## src/rtl/swid_pkg.sv

```systemverilog
// Package for the sleep wake-up and interrupt dispatch block.
// Assumes an 8-bit core that is offered a vector and acknowledges it.
package swid_pkg;
  // Enable and flag bit positions
  localparam int unsigned TIMER_BIT  = 0;
  localparam int unsigned CHANGE_BIT = 1;
  localparam int unsigned EXT_BIT    = 2;
  localparam int unsigned CONV_BIT   = 3;
  localparam int unsigned WAKE_CHANGE_BIT = 0;
  localparam int unsigned WAKE_CONV_BIT   = 2;
  // Vector addresses
  localparam logic [7:0] VEC_EXT    = 8'h03;
  localparam logic [7:0] VEC_CHANGE = 8'h06;
  localparam logic [7:0] VEC_TIMER  = 8'h09;
  localparam logic [7:0] VEC_CONV   = 8'h0c;
  localparam logic [7:0] VEC_RESET  = 8'h00;
  // Conversion wake-up delay in converter clock periods
  localparam int unsigned CONV_WAKE_TAD = 15;
  localparam logic [3:0]  FLAGS_RESET   = 4'h0;
  typedef enum logic [1:0] {
    SWID_RUN   = 2'b00,
    SWID_SLEEP = 2'b01,
    SWID_WAIT  = 2'b10
  } swid_state_t;
endpackage

```

## src/rtl/swid_dispatch.sv

```systemverilog
// Wake-up decision and interrupt dispatch for an 8-bit controller.
// Assumes synchronous single-cycle event pulses and a core that acks vectors.
`timescale 1ns/1ps
module swid_dispatch #(
  parameter int unsigned WAKE_TAD = swid_pkg::CONV_WAKE_TAD
) (
  input  wire logic       i_clk_sys,
  input  wire logic       i_rst,
  input  wire logic       i_sleep_req,
  input  wire logic       i_global_irq_on_instr,
  input  wire logic       i_global_irq_off_instr,
  input  wire logic [3:0] i_irq_enable_reg,
  input  wire logic [3:0] i_wake_enable_reg,
  input  wire logic       i_ext_event,
  input  wire logic       i_pin_change,
  input  wire logic       i_timer_overflow,
  input  wire logic       i_conversion_done,
  input  wire logic       i_conversion_start,
  input  wire logic       i_tad_tick,
  input  wire logic [3:0] i_flag_clear,
  input  wire logic       i_vector_ack,
  output logic [3:0]      o_irq_flag_reg,
  output logic            o_global_irq,
  output logic            o_sleeping,
  output logic            o_clocks_halted,
  output logic            o_conversion_running,
  output logic            o_wake,
  output logic            o_vector_req,
  output logic [7:0]      o_vector_addr
);
  swid_pkg::swid_state_t state;
  swid_pkg::swid_state_t next_state;
  logic [3:0] flags;
  logic [3:0] next_flags;
  logic       gie;
  logic       next_gie;
  logic       running;
  logic       next_running;
  logic       halted;
  logic       next_halted;
  logic       sleeping;
  logic       next_sleeping;
  logic       wake;
  logic       next_wake;
  logic       vreq;
  logic       next_vreq;
  logic [7:0] vaddr;
  logic [7:0] next_vaddr;
  logic [3:0] tad_cnt;
  logic [3:0] next_tad_cnt;
  logic [3:0] set_ev;
  logic [3:0] eligible;
  logic       in_sleep;
  logic       chg_wake;
  logic       conv_wake;

  assign in_sleep  = (state != swid_pkg::SWID_RUN);
  assign chg_wake  = i_wake_enable_reg[swid_pkg::WAKE_CHANGE_BIT];
  assign conv_wake = i_wake_enable_reg[swid_pkg::WAKE_CONV_BIT];

  always_comb begin
    set_ev = 4'h0;
    // External pin is never a sleep event
    // Timer events are dropped in the conversion wait as well
    set_ev[swid_pkg::EXT_BIT] = i_ext_event && !in_sleep
                                && i_irq_enable_reg[swid_pkg::EXT_BIT];
    set_ev[swid_pkg::CHANGE_BIT] = i_pin_change
                                   && i_irq_enable_reg[swid_pkg::CHANGE_BIT];
    set_ev[swid_pkg::TIMER_BIT] = i_timer_overflow && !in_sleep
                                  && i_irq_enable_reg[swid_pkg::TIMER_BIT];
    set_ev[swid_pkg::CONV_BIT] = i_conversion_done
                                 && i_irq_enable_reg[swid_pkg::CONV_BIT];
    // Sleep entry without conversion wake aborts the conversion
    if (i_sleep_req && state == swid_pkg::SWID_RUN && !conv_wake && running
        && i_irq_enable_reg[swid_pkg::CONV_BIT]) begin
      set_ev[swid_pkg::CONV_BIT] = 1'b1;
    end
  end

  always_comb begin
    // A set in the same cycle as its clear wins
    next_flags = flags & ~i_flag_clear;
    next_flags = next_flags | set_ev;
    next_gie = gie;
    if (i_global_irq_on_instr) begin
      next_gie = 1'b1;
    end else if (i_global_irq_off_instr) begin
      next_gie = 1'b0;
    end
    next_running = running;
    if (i_conversion_start && !in_sleep) begin
      next_running = 1'b1;
    end
    if (i_conversion_done) begin
      next_running = 1'b0;
    end
    next_state   = state;
    next_halted  = halted;
    next_wake    = 1'b0;
    next_tad_cnt = tad_cnt;
    unique case (state)
      swid_pkg::SWID_RUN: begin
        if (i_sleep_req) begin
          next_state  = swid_pkg::SWID_SLEEP;
          // Converter wake needs its clock; otherwise everything stops
          next_halted = !conv_wake;
          if (!conv_wake) begin
            next_running = 1'b0;
          end
        end
      end
      swid_pkg::SWID_SLEEP: begin
        if (i_pin_change && chg_wake) begin
          next_state  = swid_pkg::SWID_RUN;
          next_halted = 1'b0;
          next_wake   = 1'b1;
        end else if (i_conversion_done && conv_wake) begin
          next_state   = swid_pkg::SWID_WAIT;
          // Four-bit count: WAKE_TAD above 16 would wrap
          next_tad_cnt = 4'(WAKE_TAD - 1);
        end
      end
      swid_pkg::SWID_WAIT: begin
        if (i_tad_tick) begin
          if (tad_cnt == 4'h0) begin
            next_state  = swid_pkg::SWID_RUN;
            next_halted = 1'b0;
            next_wake   = 1'b1;
          end else begin
            next_tad_cnt = tad_cnt - 4'h1;
          end
        end
      end
      default: begin
        next_state = swid_pkg::SWID_RUN;
      end
    endcase
    // Registered copy keeps the output straight off a flop
    next_sleeping = (next_state != swid_pkg::SWID_RUN);
  end

  // One vector at a time, fixed order: external, change, timer, conversion
  assign eligible = flags & i_irq_enable_reg & {4{gie}};
  always_comb begin
    next_vreq  = vreq;
    next_vaddr = vaddr;
    if (vreq) begin
      // Withdrawn on sleep; the flag stays, so it asks again after wake
      if (i_vector_ack || i_sleep_req) begin
        next_vreq = 1'b0;
      end
    end else if (!in_sleep && !i_sleep_req) begin
      // The core must clear the flag with its ack, or the vector repeats
      next_vreq = 1'b1;
      if (eligible[swid_pkg::EXT_BIT]) begin
        next_vaddr = swid_pkg::VEC_EXT;
      end else if (eligible[swid_pkg::CHANGE_BIT]) begin
        next_vaddr = swid_pkg::VEC_CHANGE;
      end else if (eligible[swid_pkg::TIMER_BIT]) begin
        next_vaddr = swid_pkg::VEC_TIMER;
      end else if (eligible[swid_pkg::CONV_BIT]) begin
        next_vaddr = swid_pkg::VEC_CONV;
      end else begin
        next_vreq = 1'b0;
      end
    end
  end

  always_ff @(posedge i_clk_sys or posedge i_rst) begin
    if (i_rst) begin
      state   <= swid_pkg::SWID_RUN;
      flags   <= swid_pkg::FLAGS_RESET;
      gie     <= 1'b0;
      running <= 1'b0;
      halted  <= 1'b0;
      sleeping <= 1'b0;
      wake    <= 1'b0;
      vreq    <= 1'b0;
      vaddr   <= swid_pkg::VEC_RESET;
      tad_cnt <= 4'h0;
    end else begin
      state   <= next_state;
      flags   <= next_flags;
      gie     <= next_gie;
      running <= next_running;
      halted  <= next_halted;
      sleeping <= next_sleeping;
      wake    <= next_wake;
      vreq    <= next_vreq;
      vaddr   <= next_vaddr;
      tad_cnt <= next_tad_cnt;
    end
  end

  assign o_irq_flag_reg       = flags;
  assign o_global_irq         = gie;
  assign o_sleeping           = sleeping;
  assign o_clocks_halted      = halted;
  assign o_conversion_running = running;
  assign o_wake               = wake;
  assign o_vector_req         = vreq;
  assign o_vector_addr        = vaddr;
endmodule

```

## config.mk

```make
export PLATFORM = sky130hd
export DESIGN_NAME = swid_dispatch
export DESIGN_NICKNAME = d
export VERILOG_FILES = /design/src/rtl/swid_pkg.sv /design/src/rtl/swid_dispatch.sv
export SDC_FILE = /design/constraint.sdc
export NUM_CORES = 1
export LEC_CHECK = 0
export ABC_AREA = 1
export BUFFER_PORTS_ARGS = -buffer_cell sky130_fd_sc_hd__clkbuf_2
export CORE_UTILIZATION = 50
export CTS_BUF_LIST = sky130_fd_sc_hd__clkbuf_8
export DETAILED_ROUTE_END_ITERATION = 10
export PLACE_DENSITY_LB_ADDON = 0.3
export SYNTH_ARGS = -nofsm -noshare
export SYNTH_HDL_FRONTEND = slang
export SYNTH_SLANG_ARGS = --single-unit
```

## constraint.sdc

```tcl
create_clock -name i_clk_sys -period 3 [get_ports i_clk_sys]
set_input_delay 0.75 -clock i_clk_sys [delete_from_list [all_inputs] [get_ports i_clk_sys]]
set_output_delay 0.75 -clock i_clk_sys [all_outputs]
set_load 0.005 [all_outputs]
```

==> flow_summary_export.csv <==
group,metric,value,unit
outcome,status,"finished, final reports clean",
finish,syn2layout_area_growth,19.4,%
critical_path,r2r-start,"state[0]$_DFF_PP0_",
clocking,h-tree-depth,1,
floorplanning,die_h,50.2,um
hold_path,whs_endpoint,"o_vector_addr[2]$_DFFE_PP0P_",
synthesis,synth_seq_area_share,43.1,%
synthesis,synth_cell_types,23,
finish,final_core_util,63.3,%
critical_path,rr_worst_depth,6,
synthesis,synth_top_area_share,43.1,%
global_route,grt_pass1_wl,3910,um
placement,hpwl,1800,um
critical_path,cp_max_fo,6,
synthesis,synth.ff_latch_count,20,
floorplanning,ios,42,
clocking,clock_path_buffers,2,
floorplanning,start_util,53.0,%
placement,pre_cts_ws,1420,ps
sta,finalSetupViolCount,0,
finish,drive_above_1_share,24.7,%
clocking,numClockSinks,20,
synthesis,mappedNetlistArea,1160,sq um
detailed_routing,drt_iter0_markers,27,
sta,max_slew_margin,51.5,%
detailed_routing,avgRoutedWirePerCell,10.4,um
hold_path,worstHoldStart,"o_vector_addr[2]$_DFFE_PP0P_",
finish,final_nets,217,
critical_path,rrSetupSlack,1500,ps
detailed_routing,num_vias,1033,
detailed_routing,dr.pass1.iters,4,
detailed_routing,drc_errors,0,
floorplanning,die_area,2520,sq um
run,cap_violations,0,
synthesis,yosys.area.top_type,"dfrtp_1",
critical_path,worstPathRequired,2250,ps
critical_path,cp_cell_sequence,"clkbuf_2",
floorplanning,coreArea,2190,sq um
clocking,postCtsResizedCells,0,
floorplanning,fp.dieW,50.2,um
synthesis,yosys_warnings,0,
clocking,clock_latency,250,ps
finish,final.fill_count,194,
sta,worst_slack,1390,ps
sta,finalHoldViolations,0,
clocking,post_cts_buffers,0,
critical_path,critical_path.top_delay_family,"flip-flops",
global_route,grt_use_total,20.2,%
sta,grt_setup_unrepaired,"false",
critical_path,path_buf_inv,1,
hold_path,hold_path_class,"reg -> reg",
sta,drv_slew,0,
clocking,cts_made_buffers,3,
floorplanning,row_count,17,
synthesis,netlist_top_cells_area,"dfrtp_1, nand2_1, inv_1",
critical_path,startpoint_type,"flop",
critical_path,cp.arrival,860,ps
sta,worst_pin_slew,726,ps
finish,antenna_cells,0,
placement,place.gp.congestion,0.820,
detailed_routing,antenna_left,0,
critical_path,path_class,"reg -> out",
sta,fin_crit_sh,53.6,%
global_route,grt_antenna_before_repair,0,
clocking,hold_buffers,0,
critical_path,rr_endpoint,"tad_cnt[3]$_DFFE_PP0P_",
global_route,grt_pass1_vias,1000,
critical_path,slowest_delay,450,ps
critical_path,slowest_stage,"dfrtp_1",
detailed_routing,avgViaCountPerCell,4.83,
synthesis,syn-mean-instance-area,7.74,sq um
global_route,grt_overflow_total,0,
sta,fmaxAchievable,622,MHz
sta,finalSetupTns,0,ps
clocking,tritoncts,"done",
clocking,path_clk_slew,70,ps
placement,port-buffer-count,35,
sta,finalCriticalPeriod,1610,ps
sta,skew,1.67,ps
detailed_routing,wirelength,2230,um
power,power_density,794,nW/um^2
global_route,grt_max_degree,21,
hold_path,min_path_cells,2,
critical_path,cp-end-kind,"output pin",
synthesis,synth_cells,150,
power,vdd_drop_max,0.000494,V
sta,whs,479,ps
clocking,root_buffer,"clkbuf_8",
power,total_leakage_power,0.803,nW
worst max-delay path by stage:
| stage | from | end | slack (ps) | cells after the start |
|---|---|---|---|---|
| after floorplan | i_sleep_req | o_vector_addr[1]$_DFFE_PP0P_ | 1660 | 5 |
| after global placement | i_wake_enable_reg[2] | tad_cnt[1]$_DFFE_PP0P_ | 1450 | 7 |
| after detailed placement | i_wake_enable_reg[2] | tad_cnt[3]$_DFFE_PP0P_ | 1420 | 7 |
| after CTS | o_global_irq$_DFFE_PP0P_ | o_global_irq | 1390 | 1 |
| after global routing | o_global_irq$_DFFE_PP0P_ | o_global_irq | 1350 | 1 |
| final | o_global_irq$_DFFE_PP0P_ | o_global_irq | 1390 | 1 |
cells in the mapped netlist:
library cell and number:
a21boi_0 1, a21oi_1 4, buf_4 5, conb_1 1
dfrtp_1 20, ha_1 5, inv_1 26, nand2_1 49
nand2_2 1, nand2_4 1, nand3_1 10, nand3_2 2
nand4_1 4, nor2_1 6, nor2_2 1, nor2_4 1
o211ai_1 1, o21ai_0 4, o21ai_1 1, o21bai_1 4
o21bai_4 1, o31ai_1 1, or2_2 1
cells by family after synthesis:
group	share of synthesized area [%]
simple gates	29.5
other cells	0.323
fa+ha+maj	5.39
compound gates	10.0
flops	43.1
buf+inv	11.6
report_power, final:
part / internal, W / switching [W] / total [W]
Clock: 0.0000893 / 0.0000808 / 0.000170
Sequential: 0.000365 / 0.0000586 / 0.000424
Combinational: 0.000207 / 0.000300 / 0.000507
per-layer routing:
layer	GRT usage [%]	vias to the layer above	part of all wire (%)
met1	24.7	468	47
met2	35.6	32	47
met5	0	-	0
met4	7.62	0	1.2
li1	-	529	-
met3	3.03	4	5.2
through the flow:
stage	cell area [sq um]	power [W]	std cells
2_1_floorplan	1170	0.000787	153
3_3_place_gp	1350	0.000915	211
3_5_place_dp	1350	0.000933	211
4_1_cts	1390	0.00110	214
5_1_grt	1390	0.00121	214
6_report	1390	0.00110	214
final cells by class:
cell class	count	area (sq um)	area share, %
Multi-Input combinational cell	102	537	38.7
Sequential cell	20	500	36.1
Timing Repair Buffer	35	175	12.6
Inverter	26	97.6	7.04
Clock buffer	3	41.3	2.98
Tap cell	28	35.0	2.53
placed cells by master (no fill, tap or decap):
| cell type | synthesis | layout |
|---|---|---|
| nand2_1 | 49 | 49 |
| clkbuf_2 | 0 | 35 |
| inv_1 | 26 | 26 |
| dfrtp_1 | 20 | 20 |
| nand3_1 | 10 | 10 |
| nor2_1 | 6 | 6 |
| ha_1 | 5 | 5 |
| a21oi_1 | 4 | 4 |
| o21bai_1 | 4 | 4 |
| o21ai_0 | 4 | 4 |
| nand4_1 | 4 | 4 |
| conb_1 | 1 | 4 |
| clkbuf_8 | 0 | 3 |
| nand3_2 | 2 | 2 |
| or2_2 | 1 | 1 |
| nand2_4 | 1 | 1 |
| nand2_2 | 1 | 1 |
| nor2_2 | 1 | 1 |
| nor2_4 | 1 | 1 |
| o21bai_4 | 1 | 1 |
| a21boi_0 | 1 | 1 |
| o31ai_1 | 1 | 1 |
| o211ai_1 | 1 | 1 |
| o21ai_1 | 1 | 1 |
No activity file was read; power rests on OpenSTA's default activity.
